### src/phy_ctrl_pkg.sv
// Shared constants and types for the phy control-pin block.
package phy_ctrl_pkg;
   // ------------------------------------------------------------------
   // Clock and timing
   // ------------------------------------------------------------------
   localparam longint CLK_HZ = 50_000_000;
   localparam longint LPS_MIN_HZ = 220_000;
   localparam longint LPS_MAX_HZ = 5_500_000;
   // Longest legal pulse period rounds down, shortest rounds up.
   localparam int LPS_MAX_PERIOD_CYC = int'(CLK_HZ / LPS_MIN_HZ);
   localparam int LPS_MIN_PERIOD_CYC = int'((CLK_HZ + LPS_MAX_HZ - 1) / LPS_MAX_HZ);
   localparam longint SYS_CLK_HZ = 49_152_000;
   localparam longint LINKON_HZ = 6_114_000;
   localparam int NCO_W = 16;
   localparam longint NCO_FULL = 65536;
   localparam logic [NCO_W-1:0] SYS_CLK_INC =
      NCO_W'((SYS_CLK_HZ * NCO_FULL + CLK_HZ / 2) / CLK_HZ);
   // The link-on square wave toggles twice per period.
   localparam logic [NCO_W-1:0] LINKON_INC =
      NCO_W'((2 * LINKON_HZ * NCO_FULL + CLK_HZ / 2) / CLK_HZ);
   // ------------------------------------------------------------------
   // Register map and fields
   // ------------------------------------------------------------------
   localparam logic [3:0] CTRL_OFS = 4'h0;
   localparam logic [3:0] STATUS_OFS = 4'h4;
   localparam logic [3:0] SELF_ID_OFS = 4'h8;
   localparam logic [3:0] REQ_COUNT_OFS = 4'hc;
   localparam int CTRL_LINKON_BIT = 0;
   localparam int CTRL_FORCE_OFF_BIT = 1;
   localparam logic [1:0] CTRL_RESET = 2'h0;
   localparam int SELF_ID_PC_LSB = 21;
   localparam logic [31:0] SELF_ID_RESET = 32'h0000_0000;
   localparam logic [1:0] RESP_OKAY = 2'h0;
   localparam logic [1:0] RESP_SLVERR = 2'h2;

   typedef struct packed {
      logic [20:0] zero;
      logic [2:0] power_class;
      logic test_two;
      logic test_one;
      logic manager_capable;
      logic link_on_active;
      logic iso_high;
      logic power_down;
      logic cable_inactive;
      logic link_powered;
   } status_s;
endpackage : phy_ctrl_pkg

### src/lps_sense.sv
// Link power sense detector: pulse frequency window and steady-high level.
`timescale 1ns/1ps
`default_nettype none
module lps_sense #(
   parameter int MIN_PERIOD = phy_ctrl_pkg::LPS_MIN_PERIOD_CYC,
   parameter int MAX_PERIOD = phy_ctrl_pkg::LPS_MAX_PERIOD_CYC
) (
   input wire logic aclk,
   input wire logic aresetn,
   input wire logic enable,
   input wire logic sense_pin,
   output logic active
);
   // ------------------------------------------------------------------
   // Synchroniser and period counter
   // ------------------------------------------------------------------
   initial begin
      if (MIN_PERIOD < 2 || MAX_PERIOD <= MIN_PERIOD || MAX_PERIOD > 254) begin
         $error("lps_sense: period bounds unusable");
      end
   end
   localparam logic [7:0] MIN_C = 8'(MIN_PERIOD);
   localparam logic [7:0] MAX_C = 8'(MAX_PERIOD);
   logic sync1_q, sync2_q, last_q;
   logic [7:0] cnt_q;
   logic rise;
   always_ff @(posedge aclk) begin
      sync1_q <= sense_pin;
      sync2_q <= sync1_q;
      last_q <= sync2_q;
   end
   assign rise = sync2_q && !last_q;
   always_ff @(posedge aclk) begin
      if (!aresetn || !enable) begin
         cnt_q <= 8'h00;
      end else if (rise) begin
         cnt_q <= 8'h01;
      end else if (cnt_q != 8'hff) begin
         cnt_q <= cnt_q + 8'h01;
      end
   end
   // A pulse train counts only inside the frequency window.
   always_ff @(posedge aclk) begin
      if (!aresetn || !enable) begin
         active <= 1'b0;
      end else if (rise) begin
         active <= (cnt_q >= MIN_C) && (cnt_q <= MAX_C);
      end else if (cnt_q > MAX_C) begin
         // No edge for a full longest period: the level decides.
         active <= sync2_q;
      end
   end
endmodule : lps_sense
`default_nettype wire

### src/phy_control_pins.sv
// Control-pin logic of the phy facing the link controller, with AXI4-Lite registers.
// Notes on behaviour
// - Pulsed link power sense counts as active only between 220 kHz and 5.5 MHz.
// - With link power sense inactive the link interface is disabled; repeating goes on.
// - The link controller asks for service on the request input and the phy accepts it; this design accepts it only while the link interface is enabled.
// - The three power-class straps are copied into self-id packet bits 21 to 23.
// - Power-down high stops all logic except the cable-inactive monitor; this design keeps the AXI4-Lite slave and bus reset drive running.
// - While reset is low a bus reset is driven on every active cable port.
// - Reset returns all control logic to its defined start state.
// - A 49.152 MHz system clock is driven to the link controller for all transfers.
// - Only bus-holder or no isolation with isolation select high is supported.
// - Cable-inactive is high when no port sees an active remote port, even in power-down.
// - A received link-on message is signalled by a 6.114 MHz wave on the linkon pin.
//
// Register access over AXI4-Lite and the register offsets are this design's own decisions.
`timescale 1ns/1ps
`default_nettype none
module phy_control_pins #(
   parameter int ADDR_W = 4,
   parameter int PORTS = 3
) (
   input wire logic aclk,
   input wire logic aresetn,
   input wire logic [ADDR_W-1:0] s_axi_awaddr,
   input wire logic s_axi_awvalid,
   output logic s_axi_awready,
   input wire logic [31:0] s_axi_wdata,
   input wire logic [3:0] s_axi_wstrb,
   input wire logic s_axi_wvalid,
   output logic s_axi_wready,
   output logic [1:0] s_axi_bresp,
   output logic s_axi_bvalid,
   input wire logic s_axi_bready,
   input wire logic [ADDR_W-1:0] s_axi_araddr,
   input wire logic s_axi_arvalid,
   output logic s_axi_arready,
   output logic [31:0] s_axi_rdata,
   output logic [1:0] s_axi_rresp,
   output logic s_axi_rvalid,
   input wire logic s_axi_rready,
   input wire logic link_power_sense,
   input wire logic link_service_request,
   input wire logic [2:0] power_class_straps,
   input wire logic power_down_input,
   input wire logic iso_select_n,
   input wire logic factory_test_select_one,
   input wire logic factory_test_select_two,
   input wire logic [PORTS-1:0] port_remote_active,
   input wire logic link_on_message,
   input wire logic manager_capable_linkon_i,
   output logic manager_capable_linkon_o,
   output logic manager_capable_linkon_oe,
   output logic cable_inactive_flag,
   output logic link_side_clock,
   output logic link_interface_enable,
   output logic service_request,
   output logic [PORTS-1:0] bus_reset_drive,
   output logic [31:0] self_id_quadlet
);
   initial begin
      if (ADDR_W < 4 || PORTS < 1) begin
         $error("phy_control_pins: unusable parameters");
      end
   end
   // ------------------------------------------------------------------
   // Pin synchronisers
   // ------------------------------------------------------------------
   localparam int SW = PORTS + 9;
   logic [SW-1:0] pin_s1_q, pin_s2_q;
   always_ff @(posedge aclk) begin
      pin_s1_q <= {port_remote_active, power_class_straps, power_down_input, iso_select_n,
                   factory_test_select_one, factory_test_select_two, link_service_request,
                   manager_capable_linkon_i};
      pin_s2_q <= pin_s1_q;
   end
   logic [PORTS-1:0] port_s;
   logic [2:0] straps_s;
   logic pd_s, iso_s, test_one_s, test_two_s, req_s, mgr_s;
   assign {port_s, straps_s, pd_s, iso_s, test_one_s, test_two_s, req_s, mgr_s} = pin_s2_q;

   // ------------------------------------------------------------------
   // Link power and interface enable
   // ------------------------------------------------------------------
   logic lps_active;
   logic [1:0] ctrl_q;
   lps_sense u_lps (
      .aclk(aclk),
      .aresetn(aresetn),
      .enable(!pd_s),
      .sense_pin(link_power_sense),
      .active(lps_active)
   );
   always_ff @(posedge aclk) begin
      if (!aresetn) begin
         link_interface_enable <= 1'b0;
      end else begin
         // Only the isolation-select-high style is served; low keeps it shut.
         link_interface_enable <= lps_active && iso_s && !pd_s
                                  && !ctrl_q[phy_ctrl_pkg::CTRL_FORCE_OFF_BIT];
      end
   end

   // ------------------------------------------------------------------
   // Service requests
   // ------------------------------------------------------------------
   logic req_last_q;
   logic [31:0] req_count_q;
   logic req_rise;
   assign req_rise = req_s && !req_last_q;
   always_ff @(posedge aclk) begin
      if (!aresetn) begin
         req_last_q <= 1'b0;
         service_request <= 1'b0;
         req_count_q <= 32'h0000_0000;
      end else begin
         req_last_q <= req_s;
         service_request <= req_rise && link_interface_enable;
         if (req_rise && link_interface_enable) begin
            req_count_q <= req_count_q + 32'h0000_0001;
         end
      end
   end

   // ------------------------------------------------------------------
   // Self-id, cable-inactive and bus reset
   // ------------------------------------------------------------------
   always_ff @(posedge aclk) begin
      if (!aresetn) begin
         self_id_quadlet <= phy_ctrl_pkg::SELF_ID_RESET;
      end else if (!pd_s) begin
         self_id_quadlet <= phy_ctrl_pkg::SELF_ID_RESET
                            | (32'(straps_s) << phy_ctrl_pkg::SELF_ID_PC_LSB);
      end
   end
   // The monitor ignores power-down so the link can still learn of a cable.
   always_ff @(posedge aclk) begin
      cable_inactive_flag <= (port_s == '0);
   end
   logic in_reset_q;
   always_ff @(posedge aclk) begin
      in_reset_q <= !aresetn;
   end
   assign bus_reset_drive = in_reset_q ? port_s : '0;

   // ------------------------------------------------------------------
   // System clock and link-on wave
   // ------------------------------------------------------------------
   localparam int NCO_W = phy_ctrl_pkg::NCO_W;
   // The system clock leaves as a one-cycle enable at the 49.152 MHz mean rate.
   function automatic logic [NCO_W:0] nco_step(input logic [NCO_W-1:0] acc,
                                                  input logic [NCO_W-1:0] inc);
      nco_step = {1'b0, acc} + {1'b0, inc};
   endfunction : nco_step
   logic [NCO_W-1:0] sys_acc_q, lkon_acc_q;
   logic [NCO_W:0] sys_next, lkon_next;
   logic link_on_q, wave_q, ctrl_linkon_pulse;
   assign sys_next = nco_step(sys_acc_q, phy_ctrl_pkg::SYS_CLK_INC);
   assign lkon_next = nco_step(lkon_acc_q, phy_ctrl_pkg::LINKON_INC);
   always_ff @(posedge aclk) begin
      if (!aresetn || pd_s) begin
         sys_acc_q <= '0;
         link_side_clock <= 1'b0;
      end else begin
         sys_acc_q <= sys_next[NCO_W-1:0];
         link_side_clock <= sys_next[NCO_W];
      end
   end
   always_ff @(posedge aclk) begin
      if (!aresetn || pd_s) begin
         link_on_q <= 1'b0;
         lkon_acc_q <= '0;
         wave_q <= 1'b0;
      end else begin
         if (link_on_message || ctrl_linkon_pulse) begin
            link_on_q <= 1'b1;
         end else if (lps_active) begin
            link_on_q <= 1'b0;
         end
         lkon_acc_q <= link_on_q ? lkon_next[NCO_W-1:0] : '0;
         wave_q <= link_on_q ? (wave_q ^ lkon_next[NCO_W]) : 1'b0;
      end
   end
   assign manager_capable_linkon_o = wave_q;
   assign manager_capable_linkon_oe = link_on_q;

   // ------------------------------------------------------------------
   // AXI4-Lite slave
   // ------------------------------------------------------------------
   logic aw_held_q, w_held_q;
   logic [ADDR_W-1:0] aw_addr_q;
   logic [31:0] w_data_q;
   logic [3:0] w_strb_q;
   logic do_write;
   phy_ctrl_pkg::status_s status;
   assign s_axi_awready = !aw_held_q && !s_axi_bvalid;
   assign s_axi_wready = !w_held_q && !s_axi_bvalid;
   assign s_axi_arready = !s_axi_rvalid;
   assign do_write = aw_held_q && w_held_q && !s_axi_bvalid;
   assign ctrl_linkon_pulse = do_write && aw_addr_q[3:0] == phy_ctrl_pkg::CTRL_OFS
                              && w_strb_q[0] && w_data_q[phy_ctrl_pkg::CTRL_LINKON_BIT];
   always_ff @(posedge aclk) begin
      if (!aresetn) begin
         aw_held_q <= 1'b0;
         w_held_q <= 1'b0;
         aw_addr_q <= '0;
         w_data_q <= 32'h0000_0000;
         w_strb_q <= 4'h0;
         s_axi_bvalid <= 1'b0;
         s_axi_bresp <= phy_ctrl_pkg::RESP_OKAY;
         ctrl_q <= phy_ctrl_pkg::CTRL_RESET;
      end else begin
         if (s_axi_awvalid && s_axi_awready) begin
            aw_held_q <= 1'b1;
            aw_addr_q <= s_axi_awaddr;
         end
         if (s_axi_wvalid && s_axi_wready) begin
            w_held_q <= 1'b1;
            w_data_q <= s_axi_wdata;
            w_strb_q <= s_axi_wstrb;
         end
         if (do_write) begin
            aw_held_q <= 1'b0;
            w_held_q <= 1'b0;
            s_axi_bvalid <= 1'b1;
            s_axi_bresp <= phy_ctrl_pkg::RESP_OKAY;
            if (aw_addr_q[3:0] == phy_ctrl_pkg::CTRL_OFS && aw_addr_q[ADDR_W-1:2] < 4) begin
               if (w_strb_q[0]) begin
                  ctrl_q <= {w_data_q[phy_ctrl_pkg::CTRL_FORCE_OFF_BIT], 1'b0};
               end
            end else if (aw_addr_q[3:0] > phy_ctrl_pkg::REQ_COUNT_OFS
                         || aw_addr_q[1:0] != 2'h0 || (ADDR_W > 4 && aw_addr_q >> 4 != 0)) begin
               s_axi_bresp <= phy_ctrl_pkg::RESP_SLVERR;
            end
         end else if (s_axi_bvalid && s_axi_bready) begin
            s_axi_bvalid <= 1'b0;
         end
      end
   end
   assign status = '{zero: '0, power_class: straps_s, test_two: test_two_s,
                     test_one: test_one_s, manager_capable: mgr_s && !link_on_q,
                     link_on_active: link_on_q, iso_high: iso_s, power_down: pd_s,
                     cable_inactive: cable_inactive_flag, link_powered: lps_active};
   always_ff @(posedge aclk) begin
      if (!aresetn) begin
         s_axi_rvalid <= 1'b0;
         s_axi_rdata <= 32'h0000_0000;
         s_axi_rresp <= phy_ctrl_pkg::RESP_OKAY;
      end else if (s_axi_arvalid && s_axi_arready) begin
         s_axi_rvalid <= 1'b1;
         s_axi_rresp <= phy_ctrl_pkg::RESP_OKAY;
         if ((ADDR_W > 4 && s_axi_araddr >> 4 != 0) || s_axi_araddr[1:0] != 2'h0) begin
            s_axi_rdata <= 32'h0000_0000;
            s_axi_rresp <= phy_ctrl_pkg::RESP_SLVERR;
         end else if (s_axi_araddr[3:0] == phy_ctrl_pkg::CTRL_OFS) begin
            s_axi_rdata <= {30'h0, ctrl_q};
         end else if (s_axi_araddr[3:0] == phy_ctrl_pkg::STATUS_OFS) begin
            s_axi_rdata <= status;
         end else if (s_axi_araddr[3:0] == phy_ctrl_pkg::SELF_ID_OFS) begin
            s_axi_rdata <= self_id_quadlet;
         end else begin
            s_axi_rdata <= req_count_q;
         end
      end else if (s_axi_rvalid && s_axi_rready) begin
         s_axi_rvalid <= 1'b0;
      end
   end
endmodule : phy_control_pins
`default_nettype wire

### config.mk
export PLATFORM = sky130hd
export DESIGN_NAME = phy_control_pins
export DESIGN_NICKNAME = d
export VERILOG_FILES = /design/src/phy_ctrl_pkg.sv /design/src/lps_sense.sv /design/src/phy_control_pins.sv
export SDC_FILE = /design/constraint.sdc
export NUM_CORES = 1
export LEC_CHECK = 0
export ABC_AREA = 1
export BUFFER_PORTS_ARGS = -buffer_cell sky130_fd_sc_hd__buf_2
export CORE_MARGIN = 3
export CORE_UTILIZATION = 45
export CTS_BUF_LIST = sky130_fd_sc_hd__clkbuf_8
export DETAILED_ROUTE_END_ITERATION = 12
export MAX_ROUTING_LAYER = met4
export PLACE_DENSITY = 0.8
export SETUP_SLACK_MARGIN = 0.1
export SLEW_MARGIN = 40
export SYNTH_ARGS = -nofsm -noshare
export SYNTH_HDL_FRONTEND = slang
export SYNTH_HIERARCHICAL = 1
export SYNTH_SLANG_ARGS = --single-unit
export TNS_END_PERCENT = 30
### constraint.sdc
create_clock -name aclk -period 1.85 [get_ports aclk]
set_input_delay 0.2775 -clock aclk [delete_from_list [all_inputs] [get_ports aclk]]
set_output_delay 0.2775 -clock aclk [all_outputs]
set_load 0.02 [all_outputs]
# Word-level counts from Yosys, hierarchy flattened
# Index checks and enable logic that the tools add are counted.
# totals
register_bits	159
inputBits	65
wordCells	110
# classes
add_sub_neg	4
n_lt_le_gt_ge	4
eq_ne	3
mux	18
n_bitwise	3
n_reduce_logical	47
# op_table
op	count
$mux 32	4
$add 32x1->32 const B	1
$logic_and 1x1->1	20
$add 16x14->17 const B	1
$add 16x16->17 const B	1
$reduce_bool 2->1	7
$logic_not 1->1	10
$mux 1	10
$add 8x1->8 const B	1
$ge 8x4->1 const B	1
$gt 8x8->1 const B	1
$le 8x8->1 const B	1
$logic_not 4->1	2
$ne 8x8->1 const B	1
$mux 2	3
$reduce_or 2->1	3
$eq 4x3->1 const B	1
$eq 4x4->1 const B	1
$gt 4x4->1 const B	1
$logic_not 3->1	1
$logic_or 1x1->1	3
$mux 3	1
$reduce_and 3->1	1
$not 1->1	2
$xor 1x1->1	1

# Longest topological paths before layout
# Gate-level depths: netlist of run 1.
# depth
depth_word	7
depth_mapped	12

# By module
# The synthesis of run 1 kept the hierarchy.
# by_module_without_submodules
mod	instances	cells_each	area_per_inst_um2
phy_control_pins	1	814	6063.3
lps_sense	1	73	576.8

# Worst setup path after synthesis of run 1
# No wires, ideal clock.
# synth_path
path_kind	reg2reg
start	reg link_interface_enable
end	reg req_count_q[31]
arrival_ps	1284
t_required_ps	1734
path_slack_ps	450
stages_incl_launch_ff	8
n_path_buf	0
synth_period_minus_slack_ps	1400
cell_sequence	dfxtp_1 nand3_4 nor2_4 nand3_4 nor2_4 nand2_1 o21ai_0 nor2_1
# synth_via
elab_chain_cells	1
# synth_rtl
item	line	rtl
start: declaration	phy_control_pins.sv:55	output logic link_interface_enable,
start signal: assignment	phy_control_pins.sv:98	link_interface_enable <= lps_active && iso_s && !pd_s
$logic_and 1x1->1	phy_control_pins.sv:118	if (req_rise && link_interface_enable) begin
end signal: assignment	phy_control_pins.sv:119	req_count_q <= req_count_q + 32'h0000_0001;
end: declaration	phy_control_pins.sv:107	logic [31:0] req_count_q;
# Every way passes these cells.
# A chain may end at the register's enable or synchronous reset.

# Final worst setup path of run 1
# layout_path
start	reg req_count_q[1]
end	reg req_count_q[26]
# layout_via
elab_chain_cells	1
# layout_rtl
item	line
$add 32x1->32	phy_control_pins.sv:119
# Every way passes these cells.

==> results of run 1 <==
final timing paths:
| check | to | slack [ps] | depth (start not counted) | start |
|---|---|---|---|---|
| setup / recovery | req_count_q[26] | 280 | 9 | req_count_q[1] |
| hold / removal | w_strb_q[0] | 70 | 3 | s_axi_wstrb[0] |
| setup reg to reg | req_count_q[26] | 280 | 9 | req_count_q[1] |
| hold reg to reg | pin_s2_q[1] | 330 | 0 | pin_s1_q[1] |
power by group through the flow:
stage	Clock (mW)	Sequential [mW]	Combinational, mW
6_report	2.72	3.54	0.479
2_1_floorplan	0	3.62	0.367
3_3_place_gp	0	3.62	0.449
3_5_place_dp	0	3.62	0.457
4_1_cts	2.76	3.54	0.479
5_1_grt	2.92	3.55	0.541
registers in the layout (all words and copies together) (netlist names), 2 cells and up:
register / count
aw_addr_q: 4
s_axi_rdata: 32
sys_acc_q: 16
self_id_quadlet: 3
pin_s2_q: 12
pin_s1_q: 12
req_count_q: 32
w_data_q: 2
u_lps/cnt_q: 8
lkon_acc_q: 16
metal layers:
metal | GRT usage (%) | part of all wire [%] | vias up
met2 | 29.5 | 47 | 154
li1 | - | - | 3002
met5 | - | 0 | -
met1 | 21.8 | 44 | 2560
met3 | 5.31 | 5.9 | 25
met4 | 7.51 | 2.7 | 0
cell usage in the layout, fill, tap and decap left out, types with 4 or more instances in the layout:
cell           instances
nand2_1              214
dfxtp_1              157
nor2_1               127
inv_1                 91
buf_2                 82
a21oi_1               70
nand3_1               39
o21ai_0               32
conb_1                31
clkbuf_8              18
nor3_1                16
nand4_1               13
dlygate4sd3_1         13
nor2_4                11
o221ai_1               8
buf_4                  8
nand2_2                7
nor2_2                 5
nand3_2                5
a31oi_1                5
ha_1                   5
inv_2                  4
o211ai_1               4
xor2_1                 4
clkinv_4               4
what timing repair did:
action | in CTS | in global routing
endpoints found under the setup margin | 0 | 4
gates resized for setup | 0 | 1
hold buffers | 13 | 0
hold endpoints to repair | 13 | 0
cells by family after synthesis:
logic type / synth area share (%)
other: 0.0565
AND/OR/NAND/NOR: 30.2
buffers and inverters: 9.97
flip-flops: 47.3
AO/OA/AOI/OAI: 10.9
adder cells (fa/ha/maj): 0.942
XOR/XNOR: 0.659
cell type report:
cell class	count	area, sq um	share of cell area, %
Multi-Input combinational cell	619	2950	38.3
Sequential cell	157	3140	40.8
Antenna cell	1	2.50	0.0325
Clock inverter	14	183	2.37
Clock buffer	18	248	3.21
Tap cell	180	225	2.92
Inverter	95	357	4.63
Timing Repair Buffer	103	601	7.79
critical path: cells and delay by family, from the launching register on:
kind                       cells  cell delay [ps]
adders and majority gates      1              210
and+or+nand+nor                7              850
buffers and inverters          1               30
DFF                            1              400
through the flow:
step | setup WS [ps] | power (mW)
after global placement | 306 | 4.07
after CTS | 257 | 6.78
after global routing | 77.8 | 7.02
after detailed placement | 298 | 4.08
after floorplan | 450 | 3.98
final | 278 | 6.74
==> metrics.md, run 1 <==
| Metric | Value |
|---|---|
| Max_cap viols | `0` |
| Peak Freq | `636 MHz` |
| Pins Over Slew Limit | `0` |
| Fill count | `1352` |
| Total CTS buffers | `17` |
| Layout area overhead | `16.1%` |
| Via density | `4.84` |
| Initial Util | `46.9%` |
| CP most frequent cell | `nand3_1` |
| Clock Skew | `14.0 ps` |
| Count leader, synth | `nand2_1` |
| Maximum vdd drop | `around 0.83 mV` |
| Sw Pwr | `1.71 mW` |
| Largest area contributor in the netlist | `dfxtp_1` |
| Worst path max stage delay | `around 400 ps` |
| Setup_tns | `0 ps` |
| Mapped Area | `0.00664 sq mm` |
| Switching share of power | `about a quarter` |
| Setup violators final | `0` |
| GRT Total Usage | `18.4%` |
| DRT iter0 DRCs | `about 240` |
| Most frequent cells after synthesis | `nand2_1 (215), dfxtp_1 (157), nor2_1 (127), inv_1 (91), a21oi_1 (70)` |
| Grt total ovfl | `0` |
| Clock latency at the later pin of the worst-skew pair | `460 ps` |
| Drt drc | `0` |
| Detailed Route WL | `14200 um` |
| DR pass1 iterations | `5` |
| Layout Cells excl Fill | `1187` |
| Final #Nets | `1063` |
| Wirelength per Cell | `roughly 12 um` |
| P_leak | `3.39 nW` |
| Number of global-route vias before repair | `5179` |
| Routed vias | `about 5700` |
| Combinational Power Share | `7.1%` |
| Worst path slowest cell | `dfxtp_1` |
| Ys Warns | `6` |
| Post-synth EDFFs | `0` |
| ANT nets after route | `0` |
| Hold WC Path Type | `in2reg` |
| Post-route cell area | `about 0.0077 sq mm` |
| Outcome | `finished clean` |
| Yosys reg bits | `157` |
| Internal power | `just over 5 mW` |
| Dpl cell area | `0.00714 sq mm` |
| Share of power burned in registers | `52.6%` |
| PortBufs | `82` |
| Global-route wire length before repair | `about 23000 um` |
| Layout Utilization | `approximately 54%` |
| Register area share after synthesis | `47.3%` |
| Antenna violations before repair | `1` |
| Hold slack | `a little over 70 ps` |
| Dpl hpwl | `10300 um` |
| Fin. Hold Viols | `0` |
| Die width | `127 um` |
| GPL Wtd Cong | `0.893` |
| Clock transition at path regs | `80 ps` |
| PD cells | `874 mW/mm^2` |
| Clk root buf | `clkbuf_8` |
| # rows | `43` |
| Crit-path cells | `ha_1, nand3_1, nor2_2, nand3_2, nor2_4, nand3_1, nand2_1, inv_1, nor2_1` |
| Synth top area cells | `dfxtp_1 (47%), nand2_1 (12%), nor2_1 (7.2%)` |
| Async S/R FF share, synth | `0%` |
| Share of the synthesized area in the top cell type | `47.3%` |
| Unique masters post-synth | `a little over 40` |
| Slew headroom | `about 65%` |
| Ports | `147` |
| Most frequently used flop master after synthesis | `dfxtp_1` |
| Worst-Margin Slew | `approximately 530 ps` |
| Min Tclk post-route | `1570 ps` |
| Critical Path RT | `between 2000 and 2500 ps` |
| Mapped Cells | `887` |
| Syn_area_per_cell | `about 7.5 sq um` |
| CP arrival | `1960 ps` |
| Core Region | `~0.014 sq mm` |
| # H-tree levels | `4` |
| CP max FO | `6` |
| Vert. Die Dim | `127 um` |
| DIE AREA | `between 0.015 and 0.02 sq mm` |
| Fraction of layout cells with a size suffix above 1 | `around 16%` |
| CTS tree | `yes` |
| Clock share of power | `40.3%` |
| Crit path capture type | `flop` |
| Fin crit share | `85.0%` |
| Worst setup SP type | `flop` |
| Crit path kind | `reg2reg` |
| Bufs on Longest Clock Path | `2` |
| Placed cells | `roughly 1100` |
| Post-CTS setup buffer count | `0` |
| Largest net degree at the start of global routing | `48` |
| RSZ-0062 raised after global routing | `yes` |
| Sink Count | `around 160` |
Note: power is estimated with default switching activity, not from simulation.
==> inputs of run 2 (changes only) <==
--- a/config.mk
+++ b/config.mk
@@ -12,7 +12,7 @@
 export CTS_BUF_LIST = sky130_fd_sc_hd__clkbuf_8
 export DETAILED_ROUTE_END_ITERATION = 12
 export MAX_ROUTING_LAYER = met4
-export PLACE_DENSITY = 0.8
+export PLACE_DENSITY = 0.83
 export SETUP_SLACK_MARGIN = 0.1
 export SLEW_MARGIN = 40
 export SYNTH_ARGS = -nofsm -noshare
==> constraint.sdc (replaced) <==
create_clock -name aclk -period 1.42 [get_ports aclk]
set_input_delay 0.213 -clock aclk [delete_from_list [all_inputs] [get_ports aclk]]
set_output_delay 0.213 -clock aclk [all_outputs]
set_load 0.02 [all_outputs]
==> run 2 against run 1 <==
  * Clock-buffer cell count up 2
  * Fmax up 12%
  * Critical path depth fell by 1
  * Clock power is 34% higher
  * First-iteration DRC count up 48%
==> metrics.md, run 2 (synthesis gave the netlist of run 1 again) <==
| Metric | Value |
|---|---|
| Die width | `127 um` |
| Ports | `147` |
| Via density | `4.98` |
| Hold slack | `34.1 ps` |
| Sink Count | `~160` |
| PD cells | `1030 mW/mm^2` |
| Global-route wire length before repair | `25700 um` |
| CP arrival | `1760 ps` |
| Reg area | `0.00320 sq mm` |
| Max_cap viols | `0` |
| Hold WC Path Type | `in2reg` |
| Setup_tns | `0 ps` |
| Leading cell type in the layout, fill and taps excluded | `nand2_1` |
| Final #Nets | `approximately 1100` |
| Number of global-route vias before repair | `5612` |
| Antenna violations before repair | `1` |
| Clock transition at path regs | `~80 ps` |
| Layout Utilization | `62.5%` |
| ANT nets after route | `0` |
| GRT Max-Usage Layer | `met2` |
| RSZ-0062 raised after global routing | `yes` |
| Peak Freq | `709 MHz` |
| Routing usage on met2 | `33.7%` |
| Pins Over Slew Limit | `0` |
| GRT Total Usage | `20.1%` |
| Worst path slowest cell | `dfxtp_2` |
| DIE AREA | `0.0162 sq mm` |
| Core Region | `0.0141 sq mm` |
| Wirelength per Cell | `13.5 um` |
| Dpl hpwl | `11300 um` |
| Setup violators final | `0` |
| Detailed Route WL | `17000 um` |
| Fraction of layout cells with a size suffix above 1 | `about a third` |
| Min Tclk post-route | `1410 ps` |
| CP bufs+invs | `1` |
| Biggest registers after layout | `req_count_q (32), s_axi_rdata (32)` |
| Clock latency at the later pin of the worst-skew pair | `450 ps` |
| Worst setup SP type | `flop` |
| Bufs on Longest Clock Path | `2` |
| Worst path top cell family by delay | `simple AND/OR/NAND/NOR gates` |
| GPL Wtd Cong | `0.900` |
| Crit path kind | `reg2reg` |
| # rows | `between 40 and 50` |
| Drt drc | `0` |
| Crit-path cells | `buf_4, nand3_4, nor2_4, nand3_4, nor2_4, nand2_1, o21ai_1, nor2_1` |
| Initial Util | `a little under half` |
| Multi-input gate area | `0.00341 sq mm` |
| Clock Skew | `12.6 ps` |
| Routed vias | `6246` |
| Vert. Die Dim | `127 um` |
| Reg2Reg Setup Slack | `10 ps` |
| Grt total ovfl | `0` |
| Fill count | `1142` |
| Setup ws final | `9.97 ps` |
| Fin crit share | `99.3%` |
| CTS tree | `yes` |
| Commonest non-fill, non-tap cells in the layout | `nand2_1 (187), dfxtp_1 (128), nor2_1 (113)` |
| Largest net degree at the start of global routing | `48` |
| Clk root buf | `clkbuf_8` |
| Worst path max stage delay | `approximately 360 ps` |
| Critical Path RT | `1770 ps` |
| # H-tree levels | `4` |
| DR pass1 iterations | `4` |
| Layout area overhead | `33.1%` |
| PortBufs | `between 80 and 90` |
| Fin. Hold Viols | `0` |
| Grt met1 use | `23.0%` |
| P_leak | `3.88 nW` |
| Total CTS buffers | `17` |
| CP max FO | `5` |
| GR Layer Usage met3 | `around 5.4%` |
| DRT iter0 DRCs | `between 300 and 400` |
| Maximum vdd drop | `roughly 1 mV` |
| Outcome | `finished clean` |
| Pre-CTS WS | `-92.0 ps` |
| Crit path capture type | `flop` |
run 2: changes by cell type in the layout (fill, tap and decap cells not counted), sizes merged:
cell         previous run  this run
inv                    99        98
clkbuf                 18        20
buf                    90       152
bufinv                  3         4
clkinvlp                2         4
clkinv                  5         1
dlygate4sd3            13        18
run 2: routing by layer:
| metal | part of all wire, % | wire [um] | up-vias |
|---|---|---|---|
| li1 | - | - | 3140 |
| met5 | 0 | 0 | - |
| met3 | 5.5 | 929 | 28 |
| met2 | 51 | 8670 | 184 |
| met1 | 42 | 7120 | 2894 |
| met4 | 1.4 | 236 | 0 |
run 2: cell type report:
type | count | area share, %
sequential | 157 | 36.2
tap | 180 | 2.55
clock inverter | 11 | 1.87
inverter | 95 | 4.19
timing repair inverter | 1 | 0.0849
antenna | 1 | 0.0283
timing repair buffer | 170 | 13.3
clock buffer | 20 | 3.11
multi-input combinational | 619 | 38.6
run 2: per-stage QoR:
step | total power [mW] | instances | cell area [sq um]
floorplan | 5.20 | 917 | 6770
global placement | 5.33 | 1182 | 7480
detailed placement | 5.35 | 1182 | 7480
CTS | 9.01 | 1240 | 8300
global route | 9.42 | 1254 | 8840
finish | 9.08 | 1254 | 8840
run 2: worst reg2reg max path, cell delays in order (launching register included):
cell and delay [ps]:
dfxtp_2 360, buf_4 150, nand3_4 90, nor2_4 120, nand3_4 120, nor2_4 200
nand2_1 110, o21ai_1 120, nor2_1 50
run 2: worst paths after layout:
path | from | endpoint | depth (start not counted)
worst max-delay path | req_count_q[0] | req_count_q[23] | 8
worst min-delay path | s_axi_wdata[0] | w_data_q[0] | 3
worst max register to register | req_count_q[0] | req_count_q[23] | 8
worst min register to register | pin_s1_q[1] | pin_s2_q[1] | 0
run 2: repair_timing:
item                                   in CTS  in global routing
pin swaps                                  15                 47
setup endpoints to repair                  44                 83
cloned                                      0                  1
hold buffers                               18                  0
endpoints found under the hold margin      18                  0
setup buffers                               9                 12
gates resized for setup                    44                138
run 2: report_power, final:
group	total (mW)	switching, mW	internal, mW
Sequential	4.63	0.113	4.52
Clock	3.65	1.60	2.04
Combinational	0.799	0.497	0.302
==> inputs of run 3 (changes only) <==
--- a/config.mk
+++ b/config.mk
@@ -13,6 +13,7 @@
 export DETAILED_ROUTE_END_ITERATION = 12
 export MAX_ROUTING_LAYER = met4
 export PLACE_DENSITY = 0.83
+export RECOVER_POWER = 25
 export SETUP_SLACK_MARGIN = 0.1
 export SLEW_MARGIN = 40
 export SYNTH_ARGS = -nofsm -noshare
==> run 3 against run 2 <==
  * Core utilization is 0.39 points lower
  * Critical path type unchanged
  * Power fell by 0.18%
  * The flow now finishes with violations (negative setup slack)
  * First-iteration DRC count is 4.5% lower
  * Flip-flop and latch count is the same
  * Non-clock buffer count stayed put
  * Clock power about the same
==> metrics.md, run 3 (synthesis gave the netlist of run 1 again) <==
| Metric | Value |
|---|---|
| Setup_tns | `-3.54 ps` |
| Maximum vdd drop | `0.974 mV` |
| Worst path max stage delay | `around 380 ps` |
| Outcome | `complete, but fails checks` |
| Initial Util | `46.9%` |
| Min-delay src | `s_axi_wdata[0]` |
| Crit path capture type | `flop` |
| CP bufs+invs | `0` |
| RR Endpoint | `req_count_q[23]` |
| DRT iter0 DRCs | `between 300 and 400` |
| Max_cap viols | `0` |
| Crit-path cells | `nand2_1, nor2_4, nand3_4, nor2_4, nand2_1, o21ai_1, nor2_1` |
| Worst setup SP type | `flop` |
| Worst path slowest cell | `dfxtp_1` |
| Sink Count | `157` |
| Dpl hpwl | `11300 um` |
| PD cells | `1030 mW/mm^2` |
| Leading cell type in the layout, fill and taps excluded | `nand2_1` |
| Hold path endpoint | `w_data_q[0]` |
| Total power | `around 9 mW` |
| Antenna violations before repair | `1` |
| Fraction of layout cells with a size suffix above 1 | `30.7%` |
| Slew headroom | `32.0%` |
| Multi-input gate area | `0.00339 sq mm` |
| Setup violators final | `1` |
| Min Tclk post-route | `1420 ps` |
| Global-route wire length before repair | `between 20000 and 30000 um` |
| GRT Total Usage | `20.1%` |
| Biggest registers after layout | `req_count_q (32), s_axi_rdata (32)` |
| Fill count | `about 1200` |
| RSZ-0062 raised after global routing | `yes` |
| CP arrival | `1770 ps` |
| DIE AREA | `0.0162 sq mm` |
| Critical Path RT | `roughly 1800 ps` |
| Wirelength per Cell | `13.6 um` |
| DR pass1 iterations | `4` |
| Detailed Route WL | `between 15000 and 20000 um` |
| Bufs on Longest Clock Path | `2` |
| Clock transition at path regs | `approximately 90 ps` |
| CP max FO | `5` |
| Largest net degree at the start of global routing | `48` |
| Clock latency at the later pin of the worst-skew pair | `450 ps` |
| Ports | `147` |
| Hold WC Path Type | `in2reg` |
| Crit path kind | `reg2reg` |
| Total CTS buffers | `17` |
| Commonest non-fill, non-tap cells in the layout | `nand2_1 (188), dfxtp_1 (131), nor2_1 (115)` |
| Clk root buf | `clkbuf_8` |
| Reg area | `0.00319 sq mm` |
| Setup ws final | `-3.54 ps` |
| Vert. Die Dim | `127 um` |
| Worst-Margin Slew | `1020 ps` |
| Layout area overhead | `32.3%` |
| Number of global-route vias before repair | `around 5600` |
| Failing checks | `negative setup slack` |
| # rows | `43` |
| Grt total ovfl | `0` |
| Fin crit share | `100%` |
| GPL Wtd Cong | `0.900` |
| PortBufs | `slightly above 80` |
| Final #Nets | `around 1100` |
| # H-tree levels | `4` |
| Pins Over Slew Limit | `0` |
| P_leak | `between 3 and 4 nW` |
| Critical R2R Launch | `req_count_q[5]` |
| Die width | `~130 um` |
| Core Region | `0.0141 sq mm` |
| Drt drc | `0` |
| Via density | `4.98` |
| ANT nets after route | `0` |
| Worst path top cell family by delay | `simple AND/OR/NAND/NOR gates` |
| Fin. Hold Viols | `0` |
| Clock Skew | `12.5 ps` |
| Routed vias | `6248` |
| CTS tree | `yes` |
| Worst reg2reg path depth | `7` |
| Peak Freq | `702 MHz` |
| Reg2Reg Setup Slack | `-4 ps` |
| Cell count of the worst hold path | `3` |
==> run 3: cell count changes in the layout (fill, tap and decap cells not counted), moves of 2 or more <==
| cell | change |
|---|---|
| dfxtp_4 | -3 |
| buf_4 | -2 |
| nor2_1 | +2 |
| nor2_4 | -2 |
| dfxtp_1 | +3 |
| clkbuf_2 | +2 |
==> run 3: how the worst max path moves through the flow <==
stage,from,end,cells past startpoint,slack (ps)
3_5_place_dp,lkon_acc_q[0],manager_capable_linkon_o,12,-90
4_1_cts,req_count_q[1],req_count_q[26],9,10
2_1_floorplan,req_count_q[0],req_count_q[20],8,60
3_3_place_gp,lkon_acc_q[0],manager_capable_linkon_o,12,-60
6_report,req_count_q[5],req_count_q[23],7,-4
5_1_grt,req_count_q[1],req_count_q[27],9,-70
==> run 3: tightest hold or removal path, cell delays in order <==
cell and delay (ps):
buf_2 70, o21ai_0 70, nor2_1 90
==> run 3: what timing repair did <==
item,in CTS,in global routing
hold endpoints to repair,18,0
gates resized for setup,44,138
hold buffers,18,0
endpoints found under the setup margin,44,83
gates cloned,0,1
setup buffers,9,12
pin swaps,15,47
==> run 3: final cells by class <==
type	count	share of cell area, %
clock buffer	20	3.13
antenna	1	0.0285
sequential	157	36.3
tap	180	2.56
timing repair inverter	1	0.0855
inverter	95	4.22
multi-input combinational	619	38.6
timing repair buffer	170	13.2
clock inverter	11	1.88
==> run 3: routing by layer <==
metal  share of wire, %  track usage, %  routed length (um)
met2                 51            33.7                8620
met5                  0               -                   0
met4                1.6            7.38                 274
met3                5.4            5.35                 916
met1                 42            23.0                7200
==> run 3: where the power goes <==
group	total (mW)	switching (mW)	internal, mW	leakage (nW)
clock network	3.65	1.60	2.04	0.224
registers	4.63	0.109	4.52	1.30
logic	0.784	0.494	0.290	2.34
total	9.06	2.21	6.85	3.86
==> run 3: per-stage QoR <==
step	hold slack [ps]	cells	util, %	instance area (sq um)	worst slack [ps]
after detailed placement	312	1182	52.9	7480	-92.0
after global routing	42.7	1254	62.1	8780	-71.6
after CTS	4.08	1240	58.7	8300	9.56
after floorplan	241	917	-	6770	57.3
after global placement	310	1182	52.9	7480	-64.9
final	34.6	1254	62.1	8780	-3.54
